### src/aqc_defines.svh
// Constants for the alarm and position query command set.
// Included by the package, the servo end and the link checker; holds definitions only.
`ifndef AQC_DEFINES_SVH
`define AQC_DEFINES_SVH

// Command codes (two hex digits each)
`define AQC_CMD_READ_STATUS   8'h02
`define AQC_CMD_ALARM_HIST    8'h33
`define AQC_CMD_ALARM_SNAP    8'h35
`define AQC_CMD_CLEAR         8'h82
// Data numbers
`define AQC_DN_CUR_ALARM      8'h00
`define AQC_DN_HIST_NO_LO     8'h10
`define AQC_DN_HIST_NO_HI     8'h15
`define AQC_DN_HIST_TIME_LO   8'h20
`define AQC_DN_HIST_TIME_HI   8'h25
`define AQC_DN_HIST_CLEAR     8'h20
`define AQC_DN_SNAP_LO        8'h80
`define AQC_DN_SNAP_HI        8'h8e
`define AQC_DN_POS_PULSE      8'h90
`define AQC_DN_POS_CMD        8'h91
`define AQC_DN_VERSION        8'h70
// Clear key and no-alarm code
`define AQC_CLEAR_KEY         16'h1ea5
`define AQC_NO_ALARM          16'h00ff
// History depth and snapshot item count
`define AQC_HIST_DEPTH        6
`define AQC_SNAP_ITEMS        15
// Absolute range limits in revolutions
`define AQC_PULSE_OVF_REV     32'd8192
`define AQC_ABS_REV_MAX       32'd32767

`endif

### src/aqc_pkg.sv
// Types shared by both ends of the query command link.
// Assumes aqc_defines.svh sits in the same folder.
`include "aqc_defines.svh"
package aqc_pkg;
  typedef enum logic [1:0] {
    AQC_ACK_DATA,     // Reply carries data
    AQC_ACK_DONE,     // Clear carried out
    AQC_ACK_REJECT    // Unknown request or bad key
  } aqc_status_t;
endpackage

### src/aqc_link_if.sv
// Request/reply channel between host and servo-side interpreter.
// Single clock domain; the testbench joins both modports.
`timescale 1ns/1ps
`default_nettype none
interface aqc_link_if
  import aqc_pkg::*;
  ();
  logic        reqValid;   // Request present
  logic        reqReady;   // Device idle, takes request
  logic [7:0]  reqCmd;     // Command code
  logic [7:0]  reqDataNo;  // Data number
  logic [15:0] reqData;    // Write data (clear key)
  logic        rspValid;   // One-cycle reply pulse
  aqc_status_t rspStatus;  // Reply kind
  logic [31:0] rspData;    // Reply value
  logic [7:0]  rspInfo;    // Data processing info (snapshot)
  modport host (output reqValid, reqCmd, reqDataNo, reqData,
                input reqReady, rspValid, rspStatus, rspData, rspInfo);
  modport dev  (input reqValid, reqCmd, reqDataNo, reqData,
                output reqReady, rspValid, rspStatus, rspData, rspInfo);
endinterface
`default_nettype wire

### src/aqc_servo_end.sv
// Servo-side interpreter for alarm, snapshot, position and version queries.
// Assumes a host on aqc_link_if issuing one request at a time.
`timescale 1ns/1ps
`default_nettype none
`include "aqc_defines.svh"
module aqc_servo_end
  import aqc_pkg::*;
#(
  parameter int          PULSE_W     = 32,            // Pulse position width
  parameter int          PULSES_REV  = 262144,        // Encoder pulses per turn
  parameter logic [31:0] SW_VERSION  = 32'h00000001   // Arbitrary value
) (
  input  wire logic        clock,              // 250 MHz clock
  input  wire logic        rst,                // Async reset, active high
  aqc_link_if.dev          link,               // Host channel
  input  wire logic        alarmEvent,         // Pulse: new alarm raised
  input  wire logic [15:0] alarmCode,          // Code with alarmEvent
  input  wire logic [31:0] hoursRun,           // Whole hours of operation
  input  wire logic [15:0] snapValue [15],     // Live status items
  input  wire logic [7:0]  snapInfo  [15],     // Processing info per item
  input  wire logic [31:0] posPulse,           // Pulse position, signed
  input  wire logic [31:0] posCmd,             // Command-unit position
  input  wire logic [31:0] revCount,           // Signed turns from home
  input  wire logic        absDetectEn,        // Absolute detection selected
  input  wire logic        testModeReq,        // Test operation wanted
  output logic             alarmActive,        // An alarm is standing
  output logic [15:0]      curAlarm,           // Current alarm code
  output logic             alarmResetPulse,    // Same as alarm_reset_input
  output logic             testModeGrant,      // Test operation allowed
  output logic             pulsePosOverflow,   // Pulse count out of range
  output logic             absRangeExceeded    // Beyond tracked revolution range
);

  typedef struct packed {
    logic [5:0][15:0] histCode;
    logic [5:0][31:0] histHour;
    logic [14:0][15:0] snapVal;
    logic [14:0][7:0] snapInf;
    logic [15:0]      curCode;
    logic             rspValid;
    aqc_status_t      rspStatus;
    logic [31:0]      rspData;
    logic [7:0]       rspInfo;
    logic             rstPulse;
  } aqc_dev_state_t;

  aqc_dev_state_t st_r, st_nxt;

  logic [7:0] dn;
  logic [3:0] hidx, sidx;
  logic       keyOk;
  logic [31:0] absRev;

  assign dn    = link.reqDataNo;
  assign hidx  = dn[3:0];
  assign sidx  = dn[3:0];
  assign keyOk = (link.reqData == `AQC_CLEAR_KEY);
  assign absRev = revCount[31] ? (~revCount + 32'd1) : revCount;

  // Next-state: alarm capture, request decode and clears
  always_comb begin
    st_nxt          = st_r;
    st_nxt.rspValid = 1'b0;
    st_nxt.rstPulse = 1'b0;
    // Fresh alarm pushes history and freezes the status snapshot
    if (alarmEvent) begin
      for (int i = `AQC_HIST_DEPTH - 1; i > 0; i--) begin
        st_nxt.histCode[i] = st_r.histCode[i-1];
        st_nxt.histHour[i] = st_r.histHour[i-1];
      end
      st_nxt.histCode[0] = alarmCode;
      st_nxt.histHour[0] = hoursRun;
      st_nxt.curCode     = alarmCode;
      for (int j = 0; j < `AQC_SNAP_ITEMS; j++) begin
        st_nxt.snapVal[j] = snapValue[j];
        st_nxt.snapInf[j] = snapInfo[j];
      end
    end
    if (link.reqValid) begin
      st_nxt.rspValid  = 1'b1;
      st_nxt.rspStatus = AQC_ACK_DATA;
      st_nxt.rspData   = 32'h0;
      st_nxt.rspInfo   = 8'h0;
      unique case (link.reqCmd)
        `AQC_CMD_ALARM_HIST: begin
          if (dn >= `AQC_DN_HIST_NO_LO && dn <= `AQC_DN_HIST_NO_HI)
            st_nxt.rspData = {16'h0, st_r.histCode[hidx]};
          else if (dn >= `AQC_DN_HIST_TIME_LO && dn <= `AQC_DN_HIST_TIME_HI)
            st_nxt.rspData = st_r.histHour[hidx];
          else
            st_nxt.rspStatus = AQC_ACK_REJECT;
        end
        `AQC_CMD_ALARM_SNAP: begin
          if (dn >= `AQC_DN_SNAP_LO && dn <= `AQC_DN_SNAP_HI) begin
            st_nxt.rspData = {16'h0, st_r.snapVal[sidx]};
            st_nxt.rspInfo = st_r.snapInf[sidx];
          end else
            st_nxt.rspStatus = AQC_ACK_REJECT;
        end
        `AQC_CMD_READ_STATUS: begin
          if (dn == `AQC_DN_CUR_ALARM)
            st_nxt.rspData = {16'h0, st_r.curCode};
          else if (dn == `AQC_DN_POS_PULSE)
            st_nxt.rspData = posPulse;
          else if (dn == `AQC_DN_POS_CMD)
            st_nxt.rspData = posCmd;
          else if (dn == `AQC_DN_VERSION)
            st_nxt.rspData = SW_VERSION;
          else
            st_nxt.rspStatus = AQC_ACK_REJECT;
        end
        `AQC_CMD_CLEAR: begin
          // Wrong key leaves all state alone
          if (!keyOk)
            st_nxt.rspStatus = AQC_ACK_REJECT;
          else if (dn == `AQC_DN_HIST_CLEAR) begin
            st_nxt.rspStatus = AQC_ACK_DONE;
            for (int k = 0; k < `AQC_HIST_DEPTH; k++) begin
              st_nxt.histCode[k] = `AQC_NO_ALARM;
              st_nxt.histHour[k] = 32'h0;
            end
            // An alarm raised in the same cycle survives the erase
            if (alarmEvent) begin
              st_nxt.histCode[0] = alarmCode;
              st_nxt.histHour[0] = hoursRun;
            end
          end else if (dn == `AQC_DN_CUR_ALARM) begin
            st_nxt.rspStatus = AQC_ACK_DONE;
            // New alarm in the same cycle wins over the clear
            if (!alarmEvent)
              st_nxt.curCode = `AQC_NO_ALARM;
            st_nxt.rstPulse = 1'b1;
          end else
            st_nxt.rspStatus = AQC_ACK_REJECT;
        end
        default: st_nxt.rspStatus = AQC_ACK_REJECT;
      endcase
    end
  end

  // State register
  always_ff @(posedge clock or posedge rst) begin
    if (rst) begin
      st_r           <= '0;
      st_r.histCode  <= {`AQC_HIST_DEPTH{`AQC_NO_ALARM}};
      st_r.curCode   <= `AQC_NO_ALARM;
      st_r.rspStatus <= AQC_ACK_DATA;
    end else begin
      st_r <= st_nxt;
    end
  end

  // Outputs; device always accepts, one reply per request next cycle
  assign link.reqReady   = 1'b1;
  assign link.rspValid   = st_r.rspValid;
  assign link.rspStatus  = st_r.rspStatus;
  assign link.rspData    = st_r.rspData;
  assign link.rspInfo    = st_r.rspInfo;
  assign curAlarm        = st_r.curCode;
  assign alarmActive     = (st_r.curCode != `AQC_NO_ALARM);
  assign alarmResetPulse = st_r.rstPulse;
  assign testModeGrant   = testModeReq && !absDetectEn;
  assign absRangeExceeded = absDetectEn && (absRev > `AQC_ABS_REV_MAX);
  // Pulse count is only valid within 8192 turns of home
  assign pulsePosOverflow = (absRev >= `AQC_PULSE_OVF_REV);

endmodule // aqc_servo_end
`default_nettype wire

### src/flat_wrapper.sv
// flat-port wrapper written by rule: the top's interface ports become plain ports
module aqc_servo_end_flat import aqc_pkg::*;
#(
  parameter int          PULSE_W     = 32,                                   
  parameter int          PULSES_REV  = 262144,                                  
  parameter logic [31:0] SW_VERSION  = 32'h00000001                     
)
  (clock, rst, alarmEvent, alarmCode, hoursRun, snapValue, snapInfo, posPulse, posCmd, revCount, absDetectEn, testModeReq, alarmActive, curAlarm, alarmResetPulse, testModeGrant, pulsePosOverflow, absRangeExceeded, link_reqValid, link_reqCmd, link_reqDataNo, link_reqData, link_reqReady, link_rspValid, link_rspStatus, link_rspData, link_rspInfo);
  aqc_link_if link_i ();
  input  wire logic clock;
  input  wire logic rst;
  input  wire logic alarmEvent;
  input  wire logic [15:0] alarmCode;
  input  wire logic [31:0] hoursRun;
  input  wire logic [15:0] snapValue[15];
  input  wire logic [7:0] snapInfo[15];
  input  wire logic [31:0] posPulse;
  input  wire logic [31:0] posCmd;
  input  wire logic [31:0] revCount;
  input  wire logic absDetectEn;
  input  wire logic testModeReq;
  output logic alarmActive;
  output logic [15:0] curAlarm;
  output logic alarmResetPulse;
  output logic testModeGrant;
  output logic pulsePosOverflow;
  output logic absRangeExceeded;
  input wire logic [$bits(link_i.reqValid)-1:0] link_reqValid;
  input wire logic [$bits(link_i.reqCmd)-1:0] link_reqCmd;
  input wire logic [$bits(link_i.reqDataNo)-1:0] link_reqDataNo;
  input wire logic [$bits(link_i.reqData)-1:0] link_reqData;
  output wire logic [$bits(link_i.reqReady)-1:0] link_reqReady;
  output wire logic [$bits(link_i.rspValid)-1:0] link_rspValid;
  output wire logic [$bits(link_i.rspStatus)-1:0] link_rspStatus;
  output wire logic [$bits(link_i.rspData)-1:0] link_rspData;
  output wire logic [$bits(link_i.rspInfo)-1:0] link_rspInfo;
  assign link_i.reqValid = link_reqValid;
  assign link_i.reqCmd = link_reqCmd;
  assign link_i.reqDataNo = link_reqDataNo;
  assign link_i.reqData = link_reqData;
  assign link_reqReady = link_i.reqReady;
  assign link_rspValid = link_i.rspValid;
  assign link_rspStatus = link_i.rspStatus;
  assign link_rspData = link_i.rspData;
  assign link_rspInfo = link_i.rspInfo;
  aqc_servo_end #(.PULSE_W(PULSE_W), .PULSES_REV(PULSES_REV), .SW_VERSION(SW_VERSION)) u_core (.clock(clock), .rst(rst), .link(link_i), .alarmEvent(alarmEvent), .alarmCode(alarmCode), .hoursRun(hoursRun), .snapValue(snapValue), .snapInfo(snapInfo), .posPulse(posPulse), .posCmd(posCmd), .revCount(revCount), .absDetectEn(absDetectEn), .testModeReq(testModeReq), .alarmActive(alarmActive), .curAlarm(curAlarm), .alarmResetPulse(alarmResetPulse), .testModeGrant(testModeGrant), .pulsePosOverflow(pulsePosOverflow), .absRangeExceeded(absRangeExceeded));
endmodule
### config.mk
export PLATFORM = sky130hd
export DESIGN_NAME = aqc_servo_end_flat
export DESIGN_NICKNAME = d
export VERILOG_FILES = /design/src/aqc_pkg.sv /design/src/aqc_link_if.sv /design/src/aqc_servo_end.sv /design/src/flat_wrapper.sv
export VERILOG_INCLUDE_DIRS = /design/src
export SDC_FILE = /design/constraint.sdc
export NUM_CORES = 2
export LEC_CHECK = 0
export BUFFER_PORTS_ARGS = -buffer_cell sky130_fd_sc_hd__buf_4
export CAP_MARGIN = 10
export CORE_ASPECT_RATIO = 1.2
export CORE_MARGIN = 1.5
export CORE_UTILIZATION = 58
export CTS_BUF_LIST = sky130_fd_sc_hd__clkbuf_4
export CTS_CLUSTER_DIAMETER = 40
export CTS_CLUSTER_SIZE = 12
export DETAILED_ROUTE_END_ITERATION = 6
export PLACE_DENSITY = 0.85
export SLEW_MARGIN = 20
export SYNTH_ARGS = -nofsm -noshare
export SYNTH_HDL_FRONTEND = slang
export SYNTH_SLANG_ARGS = --single-unit
### constraint.sdc
create_clock -name clock -period 30.9 [get_ports clock]
set_clock_uncertainty 0.2 [all_clocks]
set_input_delay 4.635 -clock clock [delete_from_list [all_inputs] [get_ports clock]]
set_output_delay 4.635 -clock clock [all_outputs]
set_load 0.03 [all_outputs]
## After elaboration in Yosys (flattened, before gate mapping)

Cells that the tools add are included.

- Flip-flop bits (word level): 708
- Input port bits: 542
- Logic and storage cells: 123

- Add/sub/neg operators: 1
- $lt $le $gt $ge: 10
- Equal/unequal tests: 10
- Multiplexer cells: 46
- Bitwise operators: 1
- Reduce and logical (&&, ||, !) cells: 7

Operators with widths:

| cell | count |
|---|---|
| 288-bit two-way mux | 4 |
| 664-bit two-way mux | 1 |
| 32-bit two-way mux | 8 |
| 16-bit two-way mux | 8 |
| 32-bit binary-select mux with 3-bit select | 1 |
| 32-bit one-hot mux with 3 select lines | 1 |
| 16-bit binary-select mux with 4-bit select | 1 |
| 60-bit two-way mux | 1 |
| 16-bit binary-select mux with 3-bit select | 1 |
| 32-bit by 1-bit adder with 32-bit output, second input constant | 1 |
| 8-bit binary-select mux with 4-bit select | 1 |
| 32-bit by 14-bit >= comparator with 1-bit output, second input constant | 1 |
| 32-bit by 15-bit > comparator with 1-bit output, second input constant | 1 |
| 32-bit inverter | 1 |
| 8-bit by 6-bit equality test with 1-bit output, second input constant | 3 |
| 8-bit equality test, second input constant | 3 |
| 24-bit two-way mux | 1 |
| 2-bit two-way mux | 10 |
| 16-bit by 13-bit equality test with 1-bit output, second input constant | 1 |
| 8-bit two-way mux | 2 |
| 16-bit by 8-bit inequality test with 1-bit output, second input constant | 1 |
| 8-bit by 2-bit equality test with 1-bit output, second input constant | 1 |
| 8-bit by 7-bit equality test with 1-bit output, second input constant | 1 |
| 8-bit by 5-bit >= comparator with 1-bit output, second input constant | 1 |
| 12 further kinds | 20 |

## Depth between registers and ports, before layout

- Depth in word-level cells: 7
- Gate-level depth with buffers: 9
- Depth with buffers taken out: 8

## Worst setup path before layout

No wires, ideal clock.

- Path kind: input to output
- Start point: input port revCount[0]
- End point: output port absRangeExceeded
- Arrival time: 6.533 ns
- Slack: 19.532 ns
- Cell stages on the path: 8
- Cell sequence: inv_1 > ha_1 > nor4b_1 > nand4_1 > nor4_1 > mux2i_1 > and4_1 > a31oi_1

- Longest elaborated chain between the ends: 5

RTL lines:

| what | line | RTL |
|---|---|---|
| start, declared | flat_wrapper.sv:19 | `input wire logic [31:0] revCount;` |
| 32-bit inverter | aqc_servo_end.sv:58 | `assign absRev = revCount[31] ? (~revCount + 32'd1) : revCount;` |
| 32-bit by 1-bit adder with 32-bit output | aqc_servo_end.sv:58 |  |
| 32-bit two-way mux * | aqc_servo_end.sv:58 |  |
| 32-bit by 15-bit > comparator with 1-bit output (no source line) * | n/a |  |
| 1-bit logical AND * | aqc_servo_end.sv:163 | `` assign absRangeExceeded = absDetectEn && (absRev > `AQC_ABS_REV_MAX); `` |
| end, declared | flat_wrapper.sv:27 | `output logic absRangeExceeded;` |

Mark *: on every way between the ends. The rest lies on a longest branch, timed or not.

## Worst setup path in the final report

- Start point: input port revCount[26]
- End point: output port absRangeExceeded

The elaborated chain is that of the path after synthesis.

==> impl_metrics.env <==
export IMPL_fin_setup_tns_ps=0
export IMPL_num_rows=97
export IMPL_die_h_um=270
export IMPL_critPathBufInv=2
export IMPL_port_buffers=605
export IMPL_ios=607
export IMPL_area_delta_synth_final_pct=17.5
export IMPL_min_from="u_core.st_r[547]$_DFF_PP0_"
export IMPL_ctsLongestPathBuffers=3
export IMPL_min_path_type="reg -> reg"
export IMPL_hold_end="u_core.st_r[579]$_DFF_PP0_"
export IMPL_cp_data_arrival_time_ps=7060
export IMPL_post_cts_resized=0
export IMPL_power_density_mw_per_mm2=54.4
export IMPL_end_kind="output port"
export IMPL_cp_required_ps=26070
export IMPL_cp_max_fo=4
export IMPL_hold_path_depth=2
export IMPL_die_area_mm2=0.0607
export IMPL_async_flop_share_pct=100
export IMPL_fin_area_mm2=0.0403
export IMPL_ctsHoldBuffers=0
export IMPL_post_route_period_util_pct=38.5
export IMPL_r2r_slack_ps=28480
export IMPL_ys_seq_area_share_pct=51.8
export IMPL_synthDistinctLibCells=62
export IMPL_syn_area_mm2=0.0343
export IMPL_synth_edf_count=0
export IMPL_slew_headroom_pct=28.1
export IMPL_grt_pass1_vias=25800
export IMPL_vias_per_cell=6.02
export IMPL_drc=1
export IMPL_cts_buffers=91
export IMPL_coreArea_mm2=0.0585
export IMPL_leakage_nw=18.5
export IMPL_synth_seq_cells=708
export IMPL_fin_nets=3705
export IMPL_slowest_stage="nor4_1"
export IMPL_power_total_w=0.00219
export IMPL_first_pass_iters=7
export IMPL_outcome="complete, but fails checks"
export IMPL_die_x_um=225
export IMPL_ff_latch_area_mm2=0.0178
export IMPL_cp_slowest_stage_delay_ps=630
export IMPL_reg2reg_from="u_core.st_r[395]$_DFFE_PP0P_"
export IMPL_ant_nets=0
export IMPL_grt_setup_unrepaired="no"
export IMPL_cap_violations=0
export IMPL_grt_usage_pct=32.2
export IMPL_placed_cell_area_mm2=0.0388
export IMPL_fillers=4163
export IMPL_postCtsSetupRepairBufs=0
export IMPL_worstSetupStartpointType="primary input"
export IMPL_gp_congestion=0.940
export IMPL_finalWirelength_um=96800
export IMPL_stdcell_count=4039
export IMPL_syn_inst=2689
export IMPL_cts_tree="done"
export IMPL_h_tree_depth=3
export IMPL_via_count=24300
export IMPL_ys_flop_type="dfrtp_1"
export IMPL_setup_violations=0
export IMPL_dp_hpwl_um=68600
export IMPL_crit_family="simple AND/OR/NAND/NOR gates"
export IMPL_fin_util_pct=69.0
export IMPL_root_buffer="clkbuf_4"
export IMPL_final_common_cell="dfrtp_1"
export IMPL_layout_common_cells="652 x dfrtp_1, 629 x buf_4, 360 x mux2_2"
export IMPL_syn_area_per_cell_um2=12.8
export IMPL_reg2regPathDepth=5
export IMPL_tightest_slew_ps=1080
export IMPL_grt_pass1_wl_um=150000
export IMPL_multi_input_area_mm2=0.0149
export IMPL_path_cells="buf_4 > or4_1 > nor4_1 > or4_1 > a21oi_1 > o311a_1 > a31oi_1 > buf_4"
export IMPL_drive_above_1_share_pct=42.4
export IMPL_initial_core_util_pct=58.7
export IMPL_drtIter0Drc=1860
export IMPL_clk_latency_ps=940
export IMPL_syn_nets=3232
export IMPL_grt_max_degree=170
export IMPL_placed_cells=3861
export IMPL_violations="DRC"
export IMPL_overflow=0
export IMPL_wire_per_inst_um=24.0
export IMPL_antenna_found_initial=20
export IMPL_max_freq_mhz=84.0
export IMPL_clk_pin_slew_ps=120
export IMPL_maxSlewViolCount=0
export IMPL_ir_drop_v=0.0000526
export IMPL_rr_endpoint="u_core.link.rspData[7]$_DFFE_PP0P_"
export IMPL_cts_sinks=708
export IMPL_critical_path_class="in -> out"
export IMPL_yosys_warnings=0
export IMPL_hold_viol=0
export IMPL_period_minus_slack_ps=11900
[synthesized netlist by cell type, drive strengths merged, types with 17 or more instances]
library cell  number  area (µm²)
a21oi             27         135
a22o              31         272
a22oi             17         128
a31oi             19         119
buf              152         971
clkbuf           103         387
dfrtp            652       16300
dfstp             56        1470
inv               75         282
mux2             360        4050
mux2i            345        3450
mux4             144        3240
nand2            153         574
nand3             17        90.1
nor2             253         950
nor4              17         140
o21ai             75         375
o22ai             61         382
o2bb2ai           18         158
[tightest hold or removal path: stages (launching register included)]
cell,delay (ps)
dfrtp_1,380
mux2i_1,80
nor2_1,80
[registers in the layout (all words and copies together), names as in the netlist]
| signal | cells |
|---|---|
| u_core.st_r | 648 |
| u_core.link.rspValid | 1 |
| u_core.link.rspData | 32 |
| u_core.curAlarm | 16 |
| u_core.alarmResetPulse | 1 |
| u_core.link.rspInfo | 8 |
| u_core.link.rspStatus | 2 |
[worst max-delay path by stage]
stage / start / to / depth (start not counted)
6_report: revCount[26] / absRangeExceeded / 8
2_1_floorplan: rst / u_core.alarmResetPulse$_DFF_PP0_ / 1
5_1_grt: revCount[26] / absRangeExceeded / 8
4_1_cts: revCount[0] / pulsePosOverflow / 10
3_5_place_dp: revCount[0] / pulsePosOverflow / 10
3_3_place_gp: revCount[0] / pulsePosOverflow / 10
[stage by stage]
| step | hold slack [ps] | setup slack, ps |
|---|---|---|
| 2_1_floorplan | 275 | 6300 |
| 4_1_cts | 317 | 19150 |
| 5_1_grt | 327 | 18840 |
| 3_3_place_gp | 284 | 19310 |
| 6_report | 312 | 19000 |
| 3_5_place_dp | 291 | 19150 |
[routing by layer]
layer	GRT usage, %	up-vias	share of wire (%)
li1	-	10600	-
met1	38.5	12500	37
met2	53.2	921	50
met3	8.79	272	7.4
met4	16.4	14	4.9
met5	0	-	0.090
[area by class of cell]
type	instances	area share [%]
Timing Repair Buffer	635	11.9
Multi-Input combinational cell	1650	37.0
Clock buffer	102	1.90
Sequential cell	708	44.1
Antenna cell	12	0.0744
Inverter	76	0.726
Clock inverter	64	1.84
Tap cell	792	2.46
[logic make-up (layout without fill, tap and decap cells)]
kind of cell	count (synthesis)	after routing	synth area share, %
buffers and inverters	331	877	4.78
AOI/OAI and AO/OA	283	283	5.41
muxes	849	849	31.3
adders and majority gates	1	1	0.0364
and+or+nand+nor	516	516	6.65
other	1	13	0.0109
DFF	708	708	51.8
[power by group]
part / switching [W] / internal (W)
registers: 0.0000890 / 0.00106
logic: 0.000183 / 0.000215
clock network: 0.000360 / 0.000283
total: 0.000632 / 0.00156
(Power assumes the default switching activity.)
